### src/hw/fplg_pkg.sv
package fplg_pkg;

    // ****************************************
    // Widths and block geometry
    // ****************************************
    localparam int ADDR_W = 16;
    localparam int DATA_W = 8;
    localparam int FUSE_W = 8;
    // Flash sections are counted in 256-byte blocks
    localparam int BLK_SHIFT = 8;

    // ****************************************
    // Fuse offsets, reset values and keys
    // ****************************************
    localparam logic [ADDR_W-1:0] OFF_APP_CODE_END = 16'h0007;
    localparam logic [ADDR_W-1:0] OFF_BOOT_END = 16'h0008;
    localparam logic [ADDR_W-1:0] OFF_LOCK_KEY = 16'h000A;
    localparam logic [FUSE_W-1:0] RST_APP_CODE_END = 8'h00;
    localparam logic [FUSE_W-1:0] RST_BOOT_END = 8'h00;
    localparam logic [FUSE_W-1:0] RST_LOCK_KEY = 8'hC5;
    localparam logic [FUSE_W-1:0] LOCK_KEY_OPEN = 8'hC5;
    localparam logic [FUSE_W-1:0] SEC_FUSE_NONE = 8'h00;

    // ****************************************
    // Garbage source for refused reads
    // ****************************************
    localparam logic [DATA_W-1:0] LFSR_SEED = 8'hA5;
    localparam logic [DATA_W-1:0] LFSR_TAPS = 8'hB8;

    // ****************************************
    // Types
    // ****************************************
    typedef enum logic [3:0] {
        SP_SRAM,
        SP_REG,
        SP_FLASH,
        SP_EEPROM,
        SP_USER_ROW_B,
        SP_SIGNATURE_ROW,
        SP_FUSE,
        SP_DBG_CS,
        SP_ASYNC_SYS_IFACE
    } fplg_space_t;

    typedef enum logic [1:0] {
        SEC_BOOT,
        SEC_APP_CODE_SECTION,
        SEC_APP_DATA_SECTION
    } fplg_section_t;

    typedef enum {
        ST_RUN,
        ST_ERASE
    } fplg_state_t;

endpackage : fplg_pkg

### src/hw/fplg_sec_class.sv
`timescale 1ns/10ps
`default_nettype none

module fplg_sec_class
    import fplg_pkg::*;
(
    input wire logic [fplg_pkg::FUSE_W-1:0] boot_end_a,
    input wire logic [fplg_pkg::FUSE_W-1:0] app_code_end,
    input wire logic [fplg_pkg::ADDR_W-1:0] addr,
    output var fplg_pkg::fplg_section_t section
);
    import fplg_pkg::*;

    logic [ADDR_W-1:0] boot_lim;
    logic [ADDR_W-1:0] app_lim;

    // ****************************************
    // Section limits in bytes
    // ****************************************
    assign boot_lim = ADDR_W'(boot_end_a) << BLK_SHIFT;
    assign app_lim = ADDR_W'(app_code_end) << BLK_SHIFT;

    always_comb begin
        if (boot_end_a == SEC_FUSE_NONE) begin
            section = SEC_BOOT;
        end else if (addr < boot_lim) begin
            section = SEC_BOOT;
        end else if (app_code_end == SEC_FUSE_NONE) begin
            section = SEC_APP_CODE_SECTION;
        end else if (addr < app_lim) begin
            section = SEC_APP_CODE_SECTION;
        end else begin
            section = SEC_APP_DATA_SECTION;
        end
    end

endmodule : fplg_sec_class

`default_nettype wire

### src/hw/fplg_guard.sv
`timescale 1ns/10ps
`default_nettype none

module fplg_guard
    import fplg_pkg::*;
(
    input wire logic clk,
    input wire logic nrst,
    input wire logic ce,
    input wire logic [fplg_pkg::FUSE_W-1:0] app_code_end_fuse,
    input wire logic [fplg_pkg::FUSE_W-1:0] boot_end_fuse,
    input wire logic [fplg_pkg::FUSE_W-1:0] lock_key_fuse,
    input wire logic cpu_req,
    input wire logic cpu_we,
    input wire fplg_pkg::fplg_space_t cpu_space,
    input wire logic [fplg_pkg::ADDR_W-1:0] cpu_addr,
    input wire logic [fplg_pkg::DATA_W-1:0] cpu_mem_rdata,
    output logic cpu_grant,
    output logic cpu_rvalid,
    output logic [fplg_pkg::DATA_W-1:0] cpu_rdata,
    output var fplg_pkg::fplg_section_t cpu_section,
    input wire logic dbg_req,
    input wire logic dbg_we,
    input wire logic dbg_fuse_wr_cmd,
    input wire fplg_pkg::fplg_space_t dbg_space,
    input wire logic [fplg_pkg::ADDR_W-1:0] dbg_addr,
    input wire logic [fplg_pkg::DATA_W-1:0] dbg_mem_rdata,
    output logic dbg_grant,
    output logic dbg_rvalid,
    output logic [fplg_pkg::DATA_W-1:0] dbg_rdata,
    output var fplg_pkg::fplg_section_t dbg_section,
    input wire logic full_erase_cmd,
    input wire logic erase_done,
    output logic erase_start,
    output logic erase_busy,
    output logic dev_locked
);
    import fplg_pkg::*;

    fplg_state_t state_q;
    logic loaded_q;
    logic lock_q;
    logic [FUSE_W-1:0] app_end_q;
    logic [FUSE_W-1:0] boot_end_q;
    logic [FUSE_W-1:0] key_q;
    logic [DATA_W-1:0] lfsr_q;
    logic erase_start_q;
    logic cpu_rvalid_q;
    logic dbg_rvalid_q;
    logic [DATA_W-1:0] cpu_rdata_q;
    logic [DATA_W-1:0] dbg_rdata_q;
    logic cpu_ok;
    logic dbg_ok;
    logic erase_fin;

    // ****************************************
    // Access policy
    // ****************************************
    function automatic logic cpu_ok_f(fplg_space_t sp, logic we);
        logic r;
        r = 1'b1;
        if (sp == SP_DBG_CS || sp == SP_ASYNC_SYS_IFACE) begin
            r = 1'b0;
        end else if (we && (sp == SP_SIGNATURE_ROW || sp == SP_FUSE)) begin
            r = 1'b0;
        end
        return r;
    endfunction : cpu_ok_f

    // Debug own space stays reachable so a locked part can still be erased
    function automatic logic dbg_ok_f(logic locked, logic busy,
                                      fplg_space_t sp, logic we,
                                      logic fcmd);
        logic r;
        r = 1'b0;
        if (sp == SP_DBG_CS || sp == SP_ASYNC_SYS_IFACE) begin
            r = 1'b1;
        end else if (busy) begin
            r = 1'b0;
        end else if (!locked) begin
            r = !(we && sp == SP_SIGNATURE_ROW);
        end else begin
            r = we && fcmd && sp == SP_USER_ROW_B;
        end
        return r;
    endfunction : dbg_ok_f

    // Latched fuse copies shadow the live array, so readback matches policy
    function automatic logic [DATA_W-1:0] rd_f(fplg_space_t sp,
                                              logic [ADDR_W-1:0] a,
                                              logic [DATA_W-1:0] mem);
        logic [DATA_W-1:0] r;
        r = mem;
        if (sp == SP_FUSE && a == OFF_APP_CODE_END) begin
            r = app_end_q;
        end else if (sp == SP_FUSE && a == OFF_BOOT_END) begin
            r = boot_end_q;
        end else if (sp == SP_FUSE && a == OFF_LOCK_KEY) begin
            r = key_q;
        end
        return r;
    endfunction : rd_f

    assign cpu_ok = cpu_ok_f(cpu_space, cpu_we);
    assign dbg_ok = dbg_ok_f(lock_q, erase_busy, dbg_space, dbg_we,
                             dbg_fuse_wr_cmd);
    assign cpu_grant = ce && cpu_req && cpu_ok;
    assign dbg_grant = ce && dbg_req && dbg_ok;
    assign erase_fin = ce && state_q == ST_ERASE && erase_done;

    // ****************************************
    // Fuse capture and lock state
    // ****************************************
    // Fuses are caught on the first enabled edge after reset release
    always_ff @(posedge clk or negedge nrst) begin
        if (!nrst) begin
            loaded_q <= 1'b0;
            lock_q <= 1'b1;
            app_end_q <= RST_APP_CODE_END;
            boot_end_q <= RST_BOOT_END;
            key_q <= RST_LOCK_KEY;
        end else if (ce) begin
            if (!loaded_q) begin
                loaded_q <= 1'b1;
                app_end_q <= app_code_end_fuse;
                boot_end_q <= boot_end_fuse;
                key_q <= lock_key_fuse;
                lock_q <= lock_key_fuse != LOCK_KEY_OPEN;
            end else if (erase_fin) begin
                lock_q <= 1'b0;
                app_end_q <= RST_APP_CODE_END;
                boot_end_q <= RST_BOOT_END;
                key_q <= RST_LOCK_KEY;
            end
        end
    end

    // ****************************************
    // Full erase sequencer
    // ****************************************
    always_ff @(posedge clk or negedge nrst) begin
        if (!nrst) begin
            state_q <= ST_RUN;
            erase_start_q <= 1'b0;
        end else if (ce) begin
            erase_start_q <= 1'b0;
            case (state_q)
                ST_RUN: begin
                    if (loaded_q && full_erase_cmd) begin
                        state_q <= ST_ERASE;
                        erase_start_q <= 1'b1;
                    end
                end
                ST_ERASE: begin
                    if (erase_done) begin
                        state_q <= ST_RUN;
                    end
                end
                default: begin
                    state_q <= ST_RUN;
                end
            endcase
        end
    end

    assign erase_start = erase_start_q;
    assign erase_busy = state_q == ST_ERASE;
    assign dev_locked = lock_q;

    // ****************************************
    // Read return path
    // ****************************************
    // A free-running LFSR keeps refused data from being a known constant
    always_ff @(posedge clk or negedge nrst) begin
        if (!nrst) begin
            lfsr_q <= LFSR_SEED;
        end else if (ce) begin
            lfsr_q <= {lfsr_q[DATA_W-2:0], ^(lfsr_q & LFSR_TAPS)};
        end
    end

    always_ff @(posedge clk or negedge nrst) begin
        if (!nrst) begin
            cpu_rvalid_q <= 1'b0;
            cpu_rdata_q <= '0;
        end else if (ce) begin
            cpu_rvalid_q <= cpu_req && !cpu_we;
            if (cpu_req && !cpu_we) begin
                cpu_rdata_q <= cpu_ok ?
                    rd_f(cpu_space, cpu_addr, cpu_mem_rdata) : lfsr_q;
            end
        end
    end

    always_ff @(posedge clk or negedge nrst) begin
        if (!nrst) begin
            dbg_rvalid_q <= 1'b0;
            dbg_rdata_q <= '0;
        end else if (ce) begin
            dbg_rvalid_q <= dbg_req && !dbg_we;
            if (dbg_req && !dbg_we) begin
                dbg_rdata_q <= dbg_ok ?
                    rd_f(dbg_space, dbg_addr, dbg_mem_rdata) : lfsr_q;
            end
        end
    end

    assign cpu_rvalid = cpu_rvalid_q;
    assign cpu_rdata = cpu_rdata_q;
    assign dbg_rvalid = dbg_rvalid_q;
    assign dbg_rdata = dbg_rdata_q;

    // ****************************************
    // Flash section classification
    // ****************************************
    fplg_sec_class u_cpu_sec (
        .boot_end_a(boot_end_q),
        .app_code_end(app_end_q),
        .addr(cpu_addr),
        .section(cpu_section)
    );

    fplg_sec_class u_dbg_sec (
        .boot_end_a(boot_end_q),
        .app_code_end(app_end_q),
        .addr(dbg_addr),
        .section(dbg_section)
    );
endmodule : fplg_guard

`default_nettype wire

### config.mk
export PLATFORM = sky130hd
export DESIGN_NAME = fplg_guard
export DESIGN_NICKNAME = d
export VERILOG_FILES = /design/src/hw/fplg_pkg.sv /design/src/hw/fplg_sec_class.sv /design/src/hw/fplg_guard.sv
export SDC_FILE = /design/constraint.sdc
export NUM_CORES = 1
export LEC_CHECK = 0
export BUFFER_PORTS_ARGS = -buffer_cell sky130_fd_sc_hd__buf_2
export CORE_ASPECT_RATIO = 0.7
export CORE_MARGIN = 2
export CORE_UTILIZATION = 54
export CTS_BUF_LIST = sky130_fd_sc_hd__clkbuf_2
export DETAILED_ROUTE_END_ITERATION = 7
export PLACE_DENSITY = 0.81
export SYNTH_ARGS = -nofsm -noshare
export SYNTH_HDL_FRONTEND = slang
export SYNTH_HIERARCHICAL = 1
export SYNTH_SLANG_ARGS = --single-unit
### constraint.sdc
create_clock -name clk -period 2.1 [get_ports clk]
set_input_delay 0.105 -clock clk [delete_from_list [all_inputs] [get_ports clk]]
set_output_delay 0.105 -clock clk [all_outputs]
set_load 0.02 [all_outputs]
---- Word level (Yosys, flattened, before mapping) ----
Index checks and enable logic that the tools add are counted.
word-level totals
  bits in registers ....................... 85
  bits of input ports ..................... 90
  output and inout port bits .............. 27
  logic and storage cells ................. 103
operators by class
  order comparisons ....................... 4
  eq/ne operators ......................... 21
  multiplexer cells ....................... 33
  reductions and logical operators ........ 33
operators by type and width
  kind                 number
  $mux 8               13
  $eq 16x4->1 const B  4
  $lt 16x16->1         4
  $mux 32              2
  $pmux 32 s2          1
  $eq 16x3->1 const B  2
  $eq 32x1->1 const B  1
  $eq 32x2->1 const B  1
  $logic_not 32->1     1
  $eq 4x3->1 const B   7
  $logic_and 1x1->1    19
  $logic_not 8->1      2
  $mux 2               8
  $mux 1               9
  $eq 4x4->1 const B   2
  $ne 8x8->1 const B   1
  $reduce_xor 8->1     1
  $reduce_and 2->1     3
  $ne 2x2->1 const B   2
  $logic_not 1->1      3
  $logic_or 1x1->1     3
  $reduce_and 3->1     1
  $ne 2x1->1 const B   1

---- Depth between registers and ports, before layout ----
  word-level depth ........................ 7
  mapped depth ............................ 8
  gate-level depth less buffers ........... 6

---- Modules after synthesis ----
Netlist, hierarchy kept.
modules (own cells, without submodules)
  module          times used  cells each  area each (um2)  seq. area each (um2)
  fplg_guard      1           288         2,951.6          1,362.6
  fplg_sec_class  2           57          440.4            0.0

---- Worst setup path after synthesis ----
OpenSTA, ideal clock, no wires.
  path type ............................... in2reg
  start point ............................. in cpu_space[3]
  end point ............................... reg cpu_rdata_q[5], in the netlist cpu_rdata[5]
  library setup time ...................... 0.126 ns
  data arrival time ....................... 1.722 ns
  required time ........................... 1.974 ns
  slack ................................... 0.252 ns
  stages on the path ...................... 7
  buffers on the path ..................... 2
  path through ............................ nor4b_2 -> nand4_1 -> or4b_4 -> buf_6 -> buf_8 -> a22o_1 -> o32a_1
on the way
  longest elaborated chain between the ends .. 6
  elaborated cells on any way between the ends .. 16
  those cells by class .................... eq/ne: 4; mux: 6; reduce/logical: 6
ends and longest elaborated chain
  what                                                   line                                source
  from (decl)                                            fplg_guard.sv:15                    input wire fplg_pkg::fplg_space_t cpu_space,
  $eq 4x3->1, on equally long branches                   n/a
  $logic_and 1x1->1 or $logic_or 1x1->1 (tied branches)  fplg_guard.sv:98, fplg_guard.sv:64
  $mux 8 or $logic_and 1x1->1 (tied branches)            fplg_guard.sv:98, fplg_guard.sv:64
  $mux 8 or $mux 1 (tied branches)                       fplg_guard.sv:96, fplg_guard.sv:64
  $mux 8 or $mux 1 (tied branches)                       fplg_guard.sv:94, fplg_guard.sv:62
  $mux 8 (*)                                             fplg_guard.sv:189                   cpu_rdata_q <= cpu_ok ?
  to (signal assigned)                                   fplg_guard.sv:189
  to (decl)                                              fplg_guard.sv:50                    logic [DATA_W-1:0] cpu_rdata_q;
Every way passes the cells marked *; elsewhere a longest branch is shown, timed or not.
A chain may end at the register's enable or synchronous reset.

---- Worst setup path after layout ----
  start point ............................. reg boot_end_q[7]
  end point ............................... out dbg_section[1]
on the way
  longest elaborated chain between the ends .. 3
  elaborated cells on any way between the ends .. 4
  those cells by class .................... order compare: 1; mux: 2; reduce/logical: 1
ends and longest elaborated chain
  what                    line                  source
  from (decl)             fplg_guard.sv:44      logic [FUSE_W-1:0] boot_end_q;
  from (signal assigned)  fplg_guard.sv:126     boot_end_q <= boot_end_fuse;
  $lt 16x16->1            fplg_sec_class.sv:26  end else if (addr < boot_lim) begin
  $mux 2                  fplg_sec_class.sv:26
  $mux 2 (*)              fplg_sec_class.sv:24  if (boot_end_a == SEC_FUSE_NONE) begin
  to (decl)               fplg_guard.sv:31      output var fplg_pkg::fplg_section_t dbg_section,
Marks and branches as above.

==> flow_metrics.env <==
export IMPL_outcome="finished with violations"
export IMPL_violations="negative setup slack"
export IMPL_grtUsageMet2_pct=55.6
export IMPL_rr_endpoint="dbg_rdata[2]$_DFFE_PN0P_"
export IMPL_gr_total_overflow=0
export IMPL_netlist_area_sq_um=3830
export IMPL_antenna_found_initial=0
export IMPL_crit_type="register to output pin"
export IMPL_ys_async_sr_fraction_pct=100
export IMPL_arrival_ps=2200
export IMPL_die_x_microns=105
export IMPL_synth_flop_cell="dfrtp_1"
export IMPL_grt_usage_pct=33.6
export IMPL_yosysSeqAreaShare_pct=35.6
export IMPL_vias=4165
export IMPL_grt_max_degree=55
export IMPL_viasPerCell=6.21
export IMPL_ys_warn_count=6
export IMPL_p_total_mw=3.04
export IMPL_tritoncts="done"
export IMPL_initial_core_util_pct=56.2
export IMPL_postSynthAreaPerCell_sq_um=9.53
export IMPL_power_density_nw_per_um2=571
export IMPL_syn2layout_area_growth_pct=38.7
export IMPL_diodes=0
export IMPL_ys_ff_latch=54
export IMPL_crit_fanout=5
export IMPL_grt_met1_usage_pct=47.1
export IMPL_post_route_util_pct=78.0
export IMPL_r2r_slack_ps=380
export IMPL_routabilityCongestion=0.940
export IMPL_cts_buffer_depth=2
export IMPL_core_sq_um=6820
export IMPL_grt_busiest_layer="met2"
export IMPL_synth_edff_count=0
export IMPL_holdCritPathClass="primary input to register"
export IMPL_hold_ws_ps=9.28
export IMPL_dpl_hpwl_microns=9070
export IMPL_port_buffers=116
export IMPL_firstDrtPassIters=6
export IMPL_cts_made_buffers=5
export IMPL_drive_gt1_share_pct=40.6
export IMPL_finalHoldViolCount=0
export IMPL_reg2reg_depth=5
export IMPL_fin_nets=694
export IMPL_finalWorstSetupSlack_ps=-201
export IMPL_drc=0
export IMPL_cp_required_ps=2000
export IMPL_rsz0062_at_grt="true"
export IMPL_finalCritPeriodShare_pct=110
export IMPL_fin_crit_ps=2300
export IMPL_syn_nets=520
export IMPL_cts_reportedPaths_clkPinSlew_ps=270
export IMPL_crit_path_start_kind="register"
export IMPL_dieHeight_microns=74.5
export IMPL_r2r_start="state_q[0]$_DFFE_PN0P_"
export IMPL_relSlewSlack_pct=50.0
export IMPL_ant_nets=0
export IMPL_setup_viol=4
export IMPL_max_cap_violations=0
export IMPL_endpoint="dbg_section[1]"
export IMPL_cts_max_level=2
export IMPL_syn_instance_count=402
export IMPL_grt_pass1_wl_microns=20500
export IMPL_p_leak_nw=2.30
export IMPL_dp_slack_ps=104
export IMPL_yosysUniqueCellTypes=54
export IMPL_startpoint="boot_end_q[7]$_DFFE_PN0P_"
export IMPL_cts_sinks=54
export IMPL_irDropWorstVdd_uv=321
export IMPL_cts_root_buf="clkbuf_2"
export IMPL_drt_wirelength_per_cell_microns=19.8
export IMPL_rows=25
export IMPL_finalClockSkew_ps=26.4
export IMPL_num_io_pins=117
export IMPL_max_freq_mhz=435
export IMPL_crit_path_end_kind="output pin"
export IMPL_drtIter0Drc=497
export IMPL_worst_slew_pin_transition_ps=748
export IMPL_drt_wl_total_microns=13300
export IMPL_drv_slew=0
export IMPL_grtUsageMet3_pct=5.78
export IMPL_dieArea_sq_um=7800
export IMPL_worstSkewPairLatency_ps=450
export IMPL_grt_pass1_vias=4070
-- cells in the final DEF (no fill, tap or decap), types with 6 or more instances in the layout --
cell           instances
buf_2                112
dlygate4sd3_1         39
dfrtp_1               31
nor2_1                30
inv_1                 30
buf_4                 29
a21oi_1               24
ha_1                  22
a22o_1                21
o21ai_0               17
nor3_1                17
mux2_2                15
nand2_1               14
dfrtp_2               14
a22oi_1                9
dfstp_2                9
nand4_1                8
mux2i_1                8
and2_1                 8
a211oi_1               8
nand2b_1               8
o32a_1                 7
a22o_2                 6
clkbuf_2               6
-- layer usage --
layer / up-vias / share of wire, %
met2: 293 / 45
met1: 1965 / 42
met5: - / 0
met4: 0 / 2.5
met3: 42 / 10
li1: 1865 / -
-- power by group --
group	switching (mW)	total, mW	internal (mW)
Clock	0.337	0.542	0.205
Sequential	0.217	1.47	1.25
Combinational	0.533	1.03	0.494
Total	1.09	3.04	1.95
-- critical path: stages (launching register included) --
cell	delay [ps]
dfrtp_2	520
inv_1	70
ha_1	330
a21oi_1	190
o21ai_0	140
a32oi_2	200
o21ba_1	180
buf_6	130
-- registers in the layout, indices dropped and copies added, names as in the netlist --
register and count:
dev_locked 1, boot_end_q 8, cpu_rvalid 1, cpu_rdata 8, dbg_rdata 8, key_q 8
dbg_rvalid 1, lfsr_q 8, app_end_q 8, erase_start 1, loaded_q 1, state_q 1
-- worst min path at each step --
stage / from / end / slack, ps / cells past startpoint
after floorplan: nrst / app_end_q[0]$_DFFE_PN0P_ / -190 / 0
after global placement: nrst / cpu_rvalid$_DFFE_PN0P_ / 270 / 2
after detailed placement: nrst / cpu_rvalid$_DFFE_PN0P_ / 270 / 2
after CTS: cpu_mem_rdata[6] / cpu_rdata[6]$_DFFE_PN0P_ / 4 / 3
after global routing: cpu_mem_rdata[5] / cpu_rdata[5]$_DFFE_PN0P_ / 1 / 3
final: cpu_mem_rdata[5] / cpu_rdata[5]$_DFFE_PN0P_ / 9 / 3
-- cell families after synthesis --
family / share of synthesized area [%]
fa+ha+maj: 9.40
buf+inv: 5.35
compound gates: 23.4
flops: 35.6
mux: 6.50
simple gates: 19.1
xor+xnor: 0.686
-- cell type report --
type | count | area, sq um
Clock buffer | 6 | 30.0
Clock inverter | 2 | 37.5
Fill cell | 489 | 1500
Inverter | 33 | 124
Multi-Input combinational cell | 299 | 2420
Sequential cell | 54 | 1380
Tap cell | 94 | 118
Timing Repair Buffer | 183 | 1200
-- Yosys cell counts (3+ instances only) --
| cell type | count | area (sq um) |
|---|---|---|
| clkbuf_1 | 12 | 45.0 |
| a31oi_1 | 3 | 18.8 |
| mux2i_1 | 8 | 80.1 |
| ha_1 | 28 | 350 |
| nor4b_1 | 3 | 26.3 |
| xnor2_1 | 3 | 26.3 |
| nand2_1 | 14 | 52.6 |
| dfstp_2 | 9 | 236 |
| or4_4 | 4 | 45.0 |
| nand2b_1 | 8 | 50.1 |
| o22a_1 | 4 | 35.0 |
| nand4_1 | 8 | 50.1 |
| and2_1 | 8 | 50.1 |
| inv_1 | 33 | 124 |
| a22oi_1 | 9 | 67.6 |
| mux2_2 | 15 | 169 |
| dfrtp_1 | 45 | 1130 |
| a22o_1 | 21 | 184 |
| a211oi_1 | 8 | 60.1 |
| o21ai_0 | 18 | 90.1 |
| a22o_2 | 6 | 60.1 |
| nor4_1 | 7 | 43.8 |
| or2_2 | 3 | 18.8 |
| a21oi_1 | 26 | 130 |
| o32a_1 | 7 | 70.1 |
| nor2_1 | 30 | 113 |
| nor3_1 | 17 | 85.1 |
| nand3_1 | 5 | 25.0 |
-- repair_timing --
action                                  in CTS  in global routing
endpoints found under the hold margin       82                  0
setup buffers                               11                  3
endpoints found under the setup margin       4                  4
pin swaps                                    7                  4
resized for setup                           31                 12
hold buffers                                39                  0
-- stage by stage --
step                      TNS (ps)  instance area, sq um  std cells
after global placement           0                  4550        610
after global routing         -1050                  5320        671
after CTS                     -574                  5230        668
after detailed placement         0                  4550        610
final                         -696                  5320        671
after floorplan                  0                  3830        402
(Power assumes the default switching activity.)
